$ cat src/hdl/ctrl_sig_pkg.sv
// constants and types shared by the card control-signal logic
package ctrl_sig_pkg;

  localparam int unsigned CLK_HZ = 100_000_000;
  // supply valid to usb d+ pull-up, seconds (nominal)
  localparam int unsigned POWER_TO_PULLUP_S = 12;
  // led pattern base step, milliseconds
  localparam int unsigned LED_STEP_MS = 100;
  localparam int unsigned LED_STEP_CYCLES = CLK_HZ / 1000 * LED_STEP_MS;
  // startup delay counted in the same 0.1 s steps as the led pattern
  localparam int unsigned PULLUP_STEPS = POWER_TO_PULLUP_S * 1000 / LED_STEP_MS;
  // pattern cycle is 20 steps of 0.1 s = 2 s
  localparam logic [4:0] LED_CYCLE_STEPS = 5'h14;
  localparam logic [4:0] LED_LAST_STEP = 5'h13;

  // operating status reported by the radio firmware
  typedef enum logic [1:0] {
    NO_SERVICE,
    REGISTERED,
    DIALED_UP,
    MIN_FUNCTION
  } led_pattern_t;

endpackage

$ cat src/hdl/step_divider.sv
// free-running divider that emits a one-cycle enable every n cycles
`timescale 1ns/1ns
module step_divider
  import ctrl_sig_pkg::*;
#(
  parameter int unsigned DIV = 10
) (
  input  wire logic clk_sys,
  input  wire logic sys_rst,
  input  wire logic restart,
  output logic      tick
);

  localparam int unsigned W = $clog2(DIV + 1);
  localparam logic [W-1:0] LAST = W'(DIV - 1);

  logic [W-1:0] count;

  // restart lets a new pattern or a fresh startup begin on a clean step boundary
  always_ff @(posedge clk_sys) begin
    if (sys_rst || restart) begin
      count <= '0;
    end else if (count == LAST) begin
      count <= '0;
    end else begin
      count <= count + W'(1);
    end
  end

  assign tick = (count == LAST) && !restart;

endmodule

$ cat src/hdl/module_control_signals.sv
// card-side control signals: startup ordering, reset, wake, radio disable, status led
// How it works
// - reset held low stalls startup completion
// - raise usb d+ pull-up 12 s after power
// - software wake request pulls wake line low
// - reset input low resets the whole card
// - after reset, restart startup and report
// - open reset input reads as released
// - no service: 0.1 low/high/low, 1.7 high
// - registered 0.1 low 1.9 high; dial low
// - radio disable low turns radio off
`timescale 1ns/1ns
module module_control_signals
  import ctrl_sig_pkg::*;
#(
  parameter int unsigned STEP_CYCLES = LED_STEP_CYCLES,
  parameter int unsigned STARTUP_STEPS = PULLUP_STEPS
) (
  input  wire logic         clk_sys,
  input  wire logic         sys_rst,
  input  wire logic         card_reset_in_n,
  input  wire logic         radio_disable_n,
  input  wire logic         wake_request,
  input  wire logic         startup_report_enable,
  input  wire led_pattern_t led_pattern,
  output logic              usb_pullup_on,
  output logic              card_reset,
  output logic              startup_report,
  output logic              host_wake_out,
  output logic              host_wake_oe,
  output logic              radio_enable,
  output logic              link_status_led_n
);

  // =====================================================
  // pin synchronisers
  // =====================================================
  logic reset_meta;
  logic reset_sync_n;
  logic disable_meta;
  logic disable_sync_n;

  // synchroniser flops preset to released, so a floating pin
  // pulled up on the board reads as inactive
  always_ff @(posedge clk_sys) begin
    if (sys_rst) begin
      reset_meta   <= 1'b1;
      reset_sync_n <= 1'b1;
    end else begin
      reset_meta   <= card_reset_in_n;
      reset_sync_n <= reset_meta;
    end
  end

  // radio pin gets the same two flops; only the second one is read
  always_ff @(posedge clk_sys) begin
    if (sys_rst) begin
      disable_meta   <= 1'b1;
      disable_sync_n <= 1'b1;
    end else begin
      disable_meta   <= radio_disable_n;
      disable_sync_n <= disable_meta;
    end
  end

  // =====================================================
  // led 0.1 s step enable
  // =====================================================
  logic step_tick;
  logic pattern_change;

  // zeroed on each status change so a new pattern starts on a full step
  step_divider #(
    .DIV (STEP_CYCLES)
  ) u_step (
    .clk_sys (clk_sys),
    .sys_rst (sys_rst),
    .restart (pattern_change),
    .tick    (step_tick)
  );

  // =====================================================
  // hardware reset and startup sequence
  // =====================================================
  localparam int unsigned SW = $clog2(STARTUP_STEPS + 1);
  localparam logic [SW-1:0] STARTUP_LAST = SW'(STARTUP_STEPS);

  logic [SW-1:0] startup_count;
  logic          startup_done;
  logic          reset_held;

  // any low level on the pin holds the card in reset
  assign reset_held = !reset_sync_n;
  assign card_reset = reset_held;

  // startup keeps a divider of its own, restarted while the pin holds
  // the card in reset; sharing the led divider would let a busy status
  // input keep restarting the step and stall the pull-up for good
  logic startup_tick;

  step_divider #(
    .DIV (STEP_CYCLES)
  ) u_startup_step (
    .clk_sys (clk_sys),
    .sys_rst (sys_rst),
    .restart (reset_held),
    .tick    (startup_tick)
  );

  // startup counts only while reset is released; a low pin restarts
  // the count from zero, so holding it stretches startup
  always_ff @(posedge clk_sys) begin
    if (sys_rst || reset_held) begin
      startup_count <= '0;
    end else if (!startup_done && startup_tick) begin
      startup_count <= startup_count + SW'(1);
    end
  end

  // the count parks at its last value, so done holds until the next reset
  assign startup_done = (startup_count == STARTUP_LAST);

  // d+ pull-up follows startup completion; dropped while in reset
  always_ff @(posedge clk_sys) begin
    if (sys_rst || reset_held) begin
      usb_pullup_on <= 1'b0;
    end else begin
      usb_pullup_on <= startup_done;
    end
  end

  // one-cycle report at the moment startup completes, if enabled
  always_ff @(posedge clk_sys) begin
    if (sys_rst || reset_held) begin
      startup_report <= 1'b0;
    end else begin
      startup_report <= startup_done && !usb_pullup_on && startup_report_enable;
    end
  end

  // =====================================================
  // host wake, open collector
  // =====================================================
  // the pin only ever sinks; the host supplies the pull-up
  always_ff @(posedge clk_sys) begin
    if (sys_rst || reset_held) begin
      host_wake_oe <= 1'b0;
    end else begin
      host_wake_oe <= wake_request;
    end
  end

  // data side of the pin is tied low for good; only the enable moves,
  // so the card can never drive the line high against the host pull-up
  assign host_wake_out = 1'b0;

  // =====================================================
  // radio disable
  // =====================================================
  // gated by startup so the radio never runs before the card is up;
  // the pin acts three cycles after it moves: two sync flops and this one
  always_ff @(posedge clk_sys) begin
    if (sys_rst || reset_held) begin
      radio_enable <= 1'b0;
    end else begin
      radio_enable <= disable_sync_n && startup_done;
    end
  end

  // =====================================================
  // status led pattern
  // =====================================================
  led_pattern_t last_pattern;
  logic [4:0]   led_step;
  logic [4:0]   shown_step;
  logic         next_led_n;

  always_ff @(posedge clk_sys) begin
    if (sys_rst) begin
      last_pattern <= MIN_FUNCTION;
    end else begin
      last_pattern <= led_pattern;
    end
  end

  // seen in the very cycle the status input moves
  assign pattern_change = (led_pattern != last_pattern);

  // step position within the 2 s cycle, zeroed on any status change
  always_ff @(posedge clk_sys) begin
    if (sys_rst || pattern_change) begin
      led_step <= '0;
    end else if (step_tick) begin
      led_step <= (led_step == LED_LAST_STEP) ? 5'h00 : led_step + 5'h01;
    end
  end

  // a status change shows step 0 at once, so the led never spends
  // one cycle on the new pattern at the old step position
  assign shown_step = pattern_change ? 5'h00 : led_step;

  always_comb begin
    case (led_pattern)
      NO_SERVICE:   next_led_n = !(shown_step == 5'h00 || shown_step == 5'h02);
      REGISTERED:   next_led_n = (shown_step != 5'h00);
      DIALED_UP:    next_led_n = 1'b0;
      MIN_FUNCTION: next_led_n = 1'b1;
      default:      next_led_n = 1'b1;
    endcase
  end

  // led dark while the card sits in reset
  always_ff @(posedge clk_sys) begin
    if (sys_rst || reset_held) begin
      link_status_led_n <= 1'b1;
    end else begin
      link_status_led_n <= next_led_n;
    end
  end

endmodule

$ cat config.mk
export PLATFORM = sky130hd
export DESIGN_NAME = module_control_signals
export DESIGN_NICKNAME = d
export VERILOG_FILES = /design/src/hdl/ctrl_sig_pkg.sv /design/src/hdl/step_divider.sv /design/src/hdl/module_control_signals.sv
export SDC_FILE = /design/constraint.sdc
export NUM_CORES = 1
export LEC_CHECK = 0
export BUFFER_PORTS_ARGS = -buffer_cell sky130_fd_sc_hd__buf_2
export CORE_UTILIZATION = 60
export CTS_CLUSTER_SIZE = 8
export DETAILED_ROUTE_END_ITERATION = 10
export PLACE_DENSITY_LB_ADDON = 0.12
export SYNTH_ARGS = -nofsm -noshare
export SYNTH_HDL_FRONTEND = slang
export SYNTH_SLANG_ARGS = --single-unit
$ cat constraint.sdc
create_clock -name clk_sys -period 3.1 [get_ports clk_sys]
set_input_delay 0.62 -clock clk_sys [delete_from_list [all_inputs] [get_ports clk_sys]]
set_output_delay 0.62 -clock clk_sys [all_outputs]
set_load 0.005 [all_outputs]
==> results of run 1 <==
[synth_stat cells (all sizes together), types with 7 or more instances]
| cell | instances |
|---|---|
| nor2 | 61 |
| a21oi | 7 |
| nand2 | 28 |
| xnor2 | 17 |
| dfxtp | 71 |
| nor4 | 9 |
| nand4 | 19 |
| inv | 10 |
| and3 | 10 |
| nand3 | 20 |
| or2 | 7 |
| nor3 | 7 |
| xor2 | 30 |
[registers in the layout (all words and copies together) (netlist names)]
signal                flops
u_startup_step.count     24
u_step.count             24
startup_count             7
led_step                  5
last_pattern              2
disable_meta              1
disable_sync_n            1
host_wake_oe              1
link_status_led_n         1
radio_enable              1
reset_meta                1
reset_sync_n              1
startup_report            1
usb_pullup_on             1
[worst register-to-register path, delay by kind of cell (launching register included)]
kind / cells / cell delay, ns
adder cells (fa/ha/maj): 1 / 0.24
flip-flops: 1 / 0.38
AND/OR/NAND/NOR: 5 / 1.62
[routing by layer]
layer / GRT usage / vias up / wire length [microns]
met5: 0 / - / 0
met4: 0.0833 / 0 / 87
met3: 0.0881 / 8 / 227
met2: 0.396 / 39 / 2650
met1: 0.291 / 1124 / 2800
li1: - / 1264 / -
[placed cells by master (no fill, tap or decap), types with 2 or more instances in the layout]
master,instances
nor3b_1,2
nand2_1,27
buf_2,13
nor2b_1,3
and2_1,3
nor4_1,9
inv_1,10
nor3_1,7
xnor2_1,17
clkinv_2,2
nor2_1,61
ha_1,5
a21oi_1,7
buf_4,2
dfxtp_1,71
o21ai_0,5
nor4bb_1,2
clkbuf_1,3
nand4_1,19
and4_1,3
mux2i_1,3
nor4b_1,2
or4_1,3
and3_1,9
nand3_1,19
xor2_1,30
or2_2,7
or3_1,5
clkbuf_8,9
bufinv_16,2
o31ai_1,3
[stage by stage]
step / instances / setup slack, ns / utilization / total power [mW] / cell area (sq um)
finish: 445 / 0.722 / 0.708 / 1.75 / 3460
global placement: 429 / 0.784 / 0.666 / 0.996 / 3250
floorplan: 355 / 0.892 / - / 0.979 / 3120
detailed placement: 429 / 0.725 / 0.666 / 0.996 / 3250
CTS: 445 / 0.692 / 0.708 / 1.78 / 3460
global route: 445 / 0.527 / 0.708 / 1.82 / 3460
[final cells by class]
class / instances / area share
Inverter: 10 / 0.0109
Sequential cell: 71 / 0.411
Timing Repair Buffer: 15 / 0.0232
Tap cell: 67 / 0.0243
Clock inverter: 4 / 0.0203
Clock buffer: 12 / 0.0391
Multi-Input combinational cell: 266 / 0.471
[final timing paths]
kind	depth (start not counted)	to
hold reg to reg	1	reset_sync_n$_SDFF_PP1_
hold / removal	1	reset_sync_n$_SDFF_PP1_
setup reg to reg	6	u_step.count[11]$_SDFF_PP0_
setup / recovery	6	u_step.count[11]$_SDFF_PP0_
[logic make-up (layout without fill, tap and decap cells)]
family,Yosys count,in the layout
other cells,1,1
compound gates,20,20
flops,71,71
mux,3,3
fa+ha+maj,5,5
simple gates,190,190
xor+xnor,47,47
buf+inv,18,41
[power breakdown]
group | total, mW | internal [mW] | switching [mW]
clock | 0.777 | 0.452 | 0.325
combinational | 0.0470 | 0.0167 | 0.0303
sequential | 0.928 | 0.921 | 0.00653
total | 1.75 | 1.39 | 0.362
==> impl_metrics.tcl, run 1 <==
set metrics [dict create \
    outcome "completed" \
    synth-compound-area-share 0.0393 \
    crit_arrival_ns 2.58 \
    via_per_inst 5.47 \
    rows 25 \
    syn_inst 355 \
    dp.final_hpwl_microns 4040 \
    yosysTopAreaCell "dfxtp_1" \
    cap_viol_max_count 0 \
    clockBufferDepth 2 \
    critPathMaxFanout 23 \
    cp_top_family "simple AND/OR/NAND/NOR gates" \
    irDropWorstVdd_mv 0.456 \
    drtIter0Drc 100 \
    yosys.area_share.simple 0.318 \
    postCtsHoldBufs 0 \
    wl_per_cell_microns 13.0 \
    overflow 0 \
    register_area_sq_um 1420 \
    end_kind "flop" \
    crit_chain "ha_1 -> and4_4 -> nand2_2 -> or4_4 -> nand2_1 -> nor2_1" \
    hold_ws_ns 0.413 \
    pin_count 15 \
    gp_congestion 0.820 \
    grt_pass1_vias 2285 \
    synth-async-reset-ratio 0 \
    yosys.area_share.adder 0.0200 \
    ys_types 43 \
    cts_buffers 9 \
    cts_resized 0 \
    clkLatencyLatePin_ns 0.34 \
    maxSlewViolCount 0 \
    synth.top_cell.area_share 0.455 \
    detail-route-antenna-nets 0 \
    avgSynthCellArea_sq_um 8.80 \
    antenna_found_initial 0 \
    multi_input_area_sq_um 1630 \
    yosysWarnings 0 \
    synthMuxAreaShare 0.00962 \
    synth-main-ff-cell "dfxtp_1" \
    period_minus_slack_ns 2.38 \
    die_area_sq_um 5500 \
    rsz0062_at_grt "no" \
    ys_ff_latch 71 \
    worst_slew_pin_slew_ns 0.727 \
    fmax_ghz 0.420 \
    die_h_microns 74.1 \
    period_share 0.767 \
    r2r-start "u_step.count[0]$_SDFF_PP0_" \
    grt_pass1_wl_microns 10000 \
    antenna_cells 0 \
    synthTopCellsByArea "dfxtp_1, xor2_1, nor2_1" \
    crit_type "flop to flop" \
    p_per_area_nw_per_um2 507 \
    port-buffer-count 13 \
    synth-edff-count 0 \
    setup-violations-final 0 \
    clkTransAtPathRegs_ns 0.07 \
    report.final.hold_viol_count 0 \
    syn_area_sq_um 3120 \
    nets 386 \
    htree_levels 3 \
    die_width_microns 74.1 \
    coreArea_sq_um 4880 \
    cts_setup_buffers 0 \
    hp-class "flop to flop" \
    r2r_slack_ns 0.72 \
    relSlewSlack 0.511 \
    drc 0 \
    grt_start_max_net_pins 24 \
    synth_top_family_by_area "simple AND/OR/NAND/NOR gates" \
    synthXorXnorAreaFrac 0.132 \
    dr.pass1.iters 4 \
    grt_usage 0.241 \
    cp.required_ns 3.30 \
    clock-sinks 71 \
    crit_buf_inv 0 \
    area_delta_synth_final_pct 10.7 \
    drive_gt1_frac 0.111 \
    cts_tree "built" \
    synth_nets 368 \
    crit_start "u_step.count[0]$_SDFF_PP0_" \
    wirelength_microns 5770 \
    root_buffer "clkbuf_8" \
    leakage_nw 1.24 \
    initial_utilization 0.640 \
    critPathMaxStageDelay_ns 0.60 \
    hold_start "reset_meta$_SDFF_PP1_" \
    fill_cells 414 \
    finalSetupTns_ns 0 \
    synth-seq-area-share 0.455 \
    clock_skew_ns 0.00669 \
    vias 2435 \
    crit_slowest_cell "or4_4" \
    start_kind "flop" \
]
Note: power is estimated with default switching activity, not from simulation.
==> inputs of run 2 (changes only) <==
--- a/config.mk
+++ b/config.mk
@@ -5,6 +5,7 @@
 export SDC_FILE = /design/constraint.sdc
 export NUM_CORES = 1
 export LEC_CHECK = 0
+export ABC_AREA = 1
 export BUFFER_PORTS_ARGS = -buffer_cell sky130_fd_sc_hd__buf_2
 export CORE_UTILIZATION = 60
 export CTS_CLUSTER_SIZE = 8
==> constraint.sdc (replaced) <==
create_clock -name clk_sys -period 2.4 [get_ports clk_sys]
set_input_delay 0.48 -clock clk_sys [delete_from_list [all_inputs] [get_ports clk_sys]]
set_output_delay 0.48 -clock clk_sys [all_outputs]
set_load 0.005 [all_outputs]
==> run 2 against run 1 <==
Effect of this change: synthesized area rose by 24%; routed wire length rose by 40%; clock skew rose by 0.0027 ns; highest routed layer unchanged; synthesized cell count rose by 63%; register-to-register slack got worse by 0.21 ns; sequential power rose by 29%; final area rose by 22%; count of clock-buffer cells in the layout fell by 2; total power rose by 28%.
==> impl_metrics.tcl, run 2 <==
set metrics [dict create \
    outcome "completed" \
    irDropWorstVdd_mv 0.664 \
    ys_types 32 \
    htree_levels 3 \
    min_path_cells 2 \
    grt_pass1_vias 3002 \
    grt_usage 0.255 \
    initial_utilization 0.637 \
    wl_met1_microns 3660 \
    vias 3572 \
    layout.cells.most_common "nand2_1" \
    cts_buffers 9 \
    hp-class "input pin to flop" \
    pin_count 15 \
    synth.top_cell.area_share 0.366 \
    synth-seq-area-share 0.366 \
    synth_nets 591 \
    critPathMaxStageDelay_ns 0.52 \
    coreArea_sq_um 6100 \
    finalSetupTns_ns 0 \
    yosysTopAreaCell "dfxtp_1" \
    nets 611 \
    synthTopCellsByArea "dfxtp_1, nand2_1, nor2_1" \
    r2r-end "u_step.count[13]$_SDFF_PP0_" \
    drc 0 \
    met2WireLength_microns 3940 \
    relSlewSlack 0.592 \
    detail-route-antenna-nets 0 \
    cts_setup_buffers 0 \
    grt_start_max_net_pins 25 \
    crit_chain "ha_1 -> nand2_1 -> nor2_4 -> nand2_2 -> inv_2 -> nand2_2 -> o21ai_4 -> nor3_1" \
    rows 28 \
    dp.final_hpwl_microns 6100 \
    r2r-start "u_step.count[0]$_SDFF_PP0_" \
    critical_path.most_common_cell "nand2_2" \
    yosysMostFrequentCell "nand2_1" \
    layout_common_cells "nand2_1, nor2_1, inv_1, dfxtp_1, nand3_1" \
    clock-sinks 71 \
    period_share 0.786 \
    syn_area_sq_um 3880 \
    leakage_nw 1.54 \
    maxSlewViolCount 0 \
    die_width_microns 82.4 \
    clkTransAtPathRegs_ns 0.08 \
    clock_skew_ns 0.00934 \
    die_h_microns 82.4 \
    critPathMaxFanout 24 \
    end_kind "flop" \
    synth-edff-count 0 \
    start_kind "flop" \
    syn_inst 578 \
    report.final.hold_viol_count 0 \
    clkLatencyLatePin_ns 0.35 \
    crit_slowest_cell "o21ai_4" \
    die_area_sq_um 6800 \
    wirelength_microns 8050 \
    dr.pass1.iters 5 \
    synth-async-reset-ratio 0 \
    hold_end "disable_meta$_SDFF_PP1_" \
    postCtsHoldBufs 0 \
    wl_per_cell_microns 11.9 \
    crit_arrival_ns 2.10 \
    worst_slew_pin_slew_ns 0.610 \
    setup-violations-final 0 \
    cts_tree "built" \
    gp_congestion 0.909 \
    cts_resized 0 \
    hold_start "radio_disable_n" \
    synth-main-ff-cell "dfxtp_1" \
    rsz0062_at_grt "no" \
    drive_gt1_frac 0.109 \
    ys_ff_latch 71 \
    cap_viol_max_count 0 \
    clockBufferDepth 2 \
    overflow 0 \
    p_per_area_nw_per_um2 532 \
    period_minus_slack_ns 1.89 \
    antenna_cells 0 \
    crit_buf_inv 1 \
    yosysWarnings 0 \
    avgSynthCellArea_sq_um 6.72 \
    drtIter0Drc 205 \
    dp.cells 662 \
    cp_top_family "simple AND/OR/NAND/NOR gates" \
    area_delta_synth_final_pct 8.44 \
    root_buffer "clkbuf_8" \
    highest_layer "met4" \
    grt_pass1_wl_microns 13100 \
    met3_length_microns 329 \
    reg_top3 "u_startup_step.count (24), u_step.count (24), startup_count (7)" \
    r2r_slack_ns 0.51 \
    fin_cells 678 \
    via_per_inst 5.27 \
    rr_worst_depth 8 \
    antenna_found_initial 0 \
    cp.required_ns 2.61 \
    crit_type "flop to flop" \
    synth_commonest_cells "nand2_1, nor2_1, inv_1, dfxtp_1, nand3_1" \
    port-buffer-count 13 \
    fmax_ghz 0.530 \
]
## run 2: changes by cell type after synthesis, moves of 6 or more
cell,before,now
xnor2_1,17,8
nor4_1,9,0
nand2_1,27,140
a21oi_1,7,30
and3_1,9,0
nor2_1,61,94
nand3_1,19,40
nand4_1,19,25
inv_1,10,75
xor2_1,30,7
nor3_1,7,22
nor2_2,0,8
## run 2: worst max path at each step
stage                                       startpoint                                   to  slack, ns  depth (start not counted)
floorplan           u_startup_step.count[0]$_SDFF_PP0_  u_startup_step.count[17]$_SDFF_PP0_       0.82                          7
global placement            u_step.count[0]$_SDFF_PP0_          u_step.count[13]$_SDFF_PP0_       0.57                          8
detailed placement          u_step.count[0]$_SDFF_PP0_          u_step.count[13]$_SDFF_PP0_       0.50                          8
CTS                         u_step.count[0]$_SDFF_PP0_          u_step.count[13]$_SDFF_PP0_       0.49                          8
global route                u_step.count[0]$_SDFF_PP0_          u_step.count[20]$_SDFF_PP0_       0.35                          8
finish                      u_step.count[0]$_SDFF_PP0_          u_step.count[13]$_SDFF_PP0_       0.51                          8
## run 2: layer usage
layer,global-route usage,up-vias
met5,0,-
met4,0.0912,0
met3,0.0505,12
met2,0.452,70
met1,0.303,1605
li1,-,1885
## run 2: kinds of logic after synthesis
logic type / share of synthesized area
other: 0.000966
AOI/OAI and AO/OA: 0.0625
buffers and inverters: 0.0860
and+or+nand+nor: 0.434
adders and majority gates: 0.0161
xor gates and xnor gates: 0.0338
DFF: 0.366
## run 2: power breakdown
| part | switching [mW] | internal, mW | leakage, nW |
|---|---|---|---|
| logic | 0.0444 | 0.0232 | 0.866 |
| registers | 0.00768 | 1.19 | 0.574 |
| clock network | 0.462 | 0.513 | 0.103 |
| total | 0.514 | 1.73 | 1.54 |
## run 2: worst register-to-register path, delay by kind of cell (launching register included)
family                     cells  cell delay [ns]
AOI/OAI and AO/OA              1             0.52
adders and majority gates      1             0.19
buffers and inverters          1             0.09
DFF                            1             0.39
and+or+nand+nor                5             0.56
## run 2: stage by stage
stage	utilization	power (mW)	area, sq um	setup slack, ns	hold WS (ns)
2_1_floorplan	-	1.28	3880	0.824	0.389
3_3_place_gp	0.657	1.29	4000	0.567	0.391
3_5_place_dp	0.657	1.29	4000	0.500	0.397
4_1_cts	0.691	2.27	4210	0.491	0.296
5_1_grt	0.691	2.32	4210	0.352	0.305
6_report	0.691	2.24	4210	0.513	0.308
## run 2: final cells by class
cell class                      instances  area (sq um)
Sequential cell                        71          1420
Tap cell                               75          93.8
Fill cell                             564          1890
Clock buffer                           10           138
Inverter                               77           289
Multi-Input combinational cell        425          2130
Clock inverter                          6          68.8
Timing Repair Buffer                   14          72.6
==> inputs of run 3 (changes only) <==
==> constraint.sdc (replaced) <==
create_clock -name clk_sys -period 1.9 [get_ports clk_sys]
set_input_delay 0.38 -clock clk_sys [delete_from_list [all_inputs] [get_ports clk_sys]]
set_output_delay 0.38 -clock clk_sys [all_outputs]
set_load 0.005 [all_outputs]
==> run 3 against run 2 <==
Effect of this change: hold slack got worse by 0.11 ns; total power is 27% higher; final area is 0.98% higher; count of clock-buffer cells in the layout stayed put; sequential share of layout area down 0.33 points; via count rose by 2.8%; register-to-register slack got worse by 0.30 ns; non-clock buffer count increased by 5.
==> impl_metrics.tcl, run 3 (synthesis gave the netlist of run 2 again) <==
set metrics [dict create \
    hp-class "input pin to flop" \
    wl_per_cell_microns 12.7 \
    maxSlewViolCount 0 \
    crit_arrival_ns 1.91 \
    nets 616 \
    relSlewSlack 0.646 \
    antenna_cells 0 \
    cap_viol_max_count 0 \
    postCtsHoldBufs 0 \
    coreArea_sq_um 6100 \
    outcome "completed" \
    cp.required_ns 2.13 \
    fmax_ghz 0.593 \
    rsz0062_at_grt "no" \
    detail-route-antenna-nets 0 \
    crit_slowest_cell "dfxtp_1" \
    pin_count 15 \
    rows 28 \
    drtIter0Drc 219 \
    report.final.hold_viol_count 0 \
    period_share 0.887 \
    drive_gt1_frac 0.115 \
    stdcell_area_sq_um 4250 \
    setup-violations-final 0 \
    layout.cells.most_common "nand2_1" \
    dr.pass1.iters 4 \
    cts_setup_buffers 0 \
    finalSetupTns_ns 0 \
    overflow 0 \
    r2r_slack_ns 0.21 \
    r2r-end "u_step.count[9]$_SDFF_PP0_" \
    die_h_microns 82.4 \
    initial_utilization 0.637 \
    cts_tree "built" \
    r2r-start "u_step.count[0]$_SDFF_PP0_" \
    worst_slew_pin_slew_ns 0.527 \
    htree_levels 3 \
    clkLatencyLatePin_ns 0.36 \
    hold_start "radio_disable_n" \
    min_path_cells 2 \
    die_width_microns 82.4 \
    crit_start "u_step.count[0]$_SDFF_PP0_" \
    area_delta_synth_final_pct 9.51 \
    critPathMaxFanout 14 \
    critPathMaxStageDelay_ns 0.40 \
    root_buffer "clkbuf_8" \
    grt_pass1_wl_microns 14700 \
    start_kind "flop" \
    clock-sinks 71 \
    grt_usage 0.286 \
    reg_top3 "u_startup_step.count (24), u_step.count (24), startup_count (7)" \
    rr_worst_depth 9 \
    clkTransAtPathRegs_ns 0.08 \
    cts_resized 0 \
    antenna_found_initial 0 \
    clockBufferDepth 2 \
    cp_top_family "simple AND/OR/NAND/NOR gates" \
    irDropWorstVdd_mv 0.498 \
    crit_chain "ha_1 -> nand2_1 -> nor2_4 -> nand2_2 -> inv_2 -> nand2_2 -> o21ai_4 -> buf_4 -> nor3b_1" \
    grt_pass1_vias 3465 \
    grt_start_max_net_pins 25 \
    period_minus_slack_ns 1.69 \
    wirelength_microns 8700 \
    port-buffer-count 13 \
    cts_buffers 9 \
    layout_common_cells "nand2_1, nor2_1, inv_1, dfxtp_1, nand3_1" \
    dp.final_hpwl_microns 6580 \
    leakage_nw 1.56 \
    place_area_sq_um 4050 \
    critical_path.most_common_cell "nand2_2" \
    via_per_inst 5.38 \
    p_per_area_nw_per_um2 670 \
    drc 0 \
    gp_congestion 0.986 \
    die_area_sq_um 6800 \
    hold_end "disable_meta$_SDFF_PP1_" \
    crit_buf_inv 2 \
    end_kind "flop" \
    crit_type "flop to flop" \
    vias 3673 \
    clock_skew_ns 0.0134 \
]
-- run 3: changes by cell type in the layout (fill, tap and decap cells not counted) --
| cell | before | now |
|---|---|---|
| clkinv_4 | 2 | 1 |
| clkinvlp_4 | 1 | 2 |
| buf_4 | 1 | 5 |
| buf_12 | 0 | 1 |
| inv_6 | 1 | 0 |
| clkbuf_8 | 10 | 9 |
| clkbuf_1 | 0 | 1 |
| inv_8 | 0 | 1 |
-- run 3: where the power goes --
| group | internal (mW) | leakage, nW | switching, mW |
|---|---|---|---|
| Combinational | 0.0383 | 0.894 | 0.0601 |
| Sequential | 1.50 | 0.574 | 0.00950 |
| Clock | 0.615 | 0.0944 | 0.624 |
-- run 3: worst max-delay path by stage --
stage | slack [ns] | endpoint | cells past startpoint
floorplan | 0.32 | u_startup_step.count[17]$_SDFF_PP0_ | 7
global placement | 0.28 | u_step.count[9]$_SDFF_PP0_ | 9
detailed placement | 0.23 | u_step.count[13]$_SDFF_PP0_ | 9
CTS | 0.21 | u_step.count[13]$_SDFF_PP0_ | 9
global route | 0.04 | led_step[0]$_SDFFE_PP0P_ | 11
finish | 0.21 | u_step.count[9]$_SDFF_PP0_ | 9
-- run 3: worst reg2reg max path: cells and delay by family, from the launching register on --
kind	cells	cell delay, ns
and+or+nand+nor	5	0.49
DFF	1	0.40
buffers and inverters	2	0.33
adders and majority gates	1	0.19
AOI/OAI and AO/OA	1	0.16
-- run 3: layer usage --
layer | vias up | track usage | share of wire
met5 | - | 0 | 0
met3 | 24 | 0.0670 | 0.046
met4 | 0 | 0.167 | 0.031
met2 | 94 | 0.505 | 0.50
li1 | 1903 | - | -
met1 | 1652 | 0.311 | 0.43
-- run 3: area by class of cell --
type	count	area, sq um
Clock inverter	6	70.1
Timing Repair Buffer	19	123
Fill cell	558	1840
Clock buffer	10	128
Sequential cell	71	1420
Multi-Input combinational cell	425	2130
Inverter	77	289
Tap cell	75	93.8
-- run 3: stage by stage --
stage	power, mW	instances	hold WS, ns	utilization	setup WS, ns
after floorplan	1.61	578	0.389	-	0.324
after global placement	1.64	667	0.392	0.665	0.284
after detailed placement	1.65	667	0.401	0.665	0.233
after CTS	2.87	683	0.190	0.697	0.211
after global routing	2.94	683	0.186	0.697	0.0420
final	2.85	683	0.194	0.697	0.215
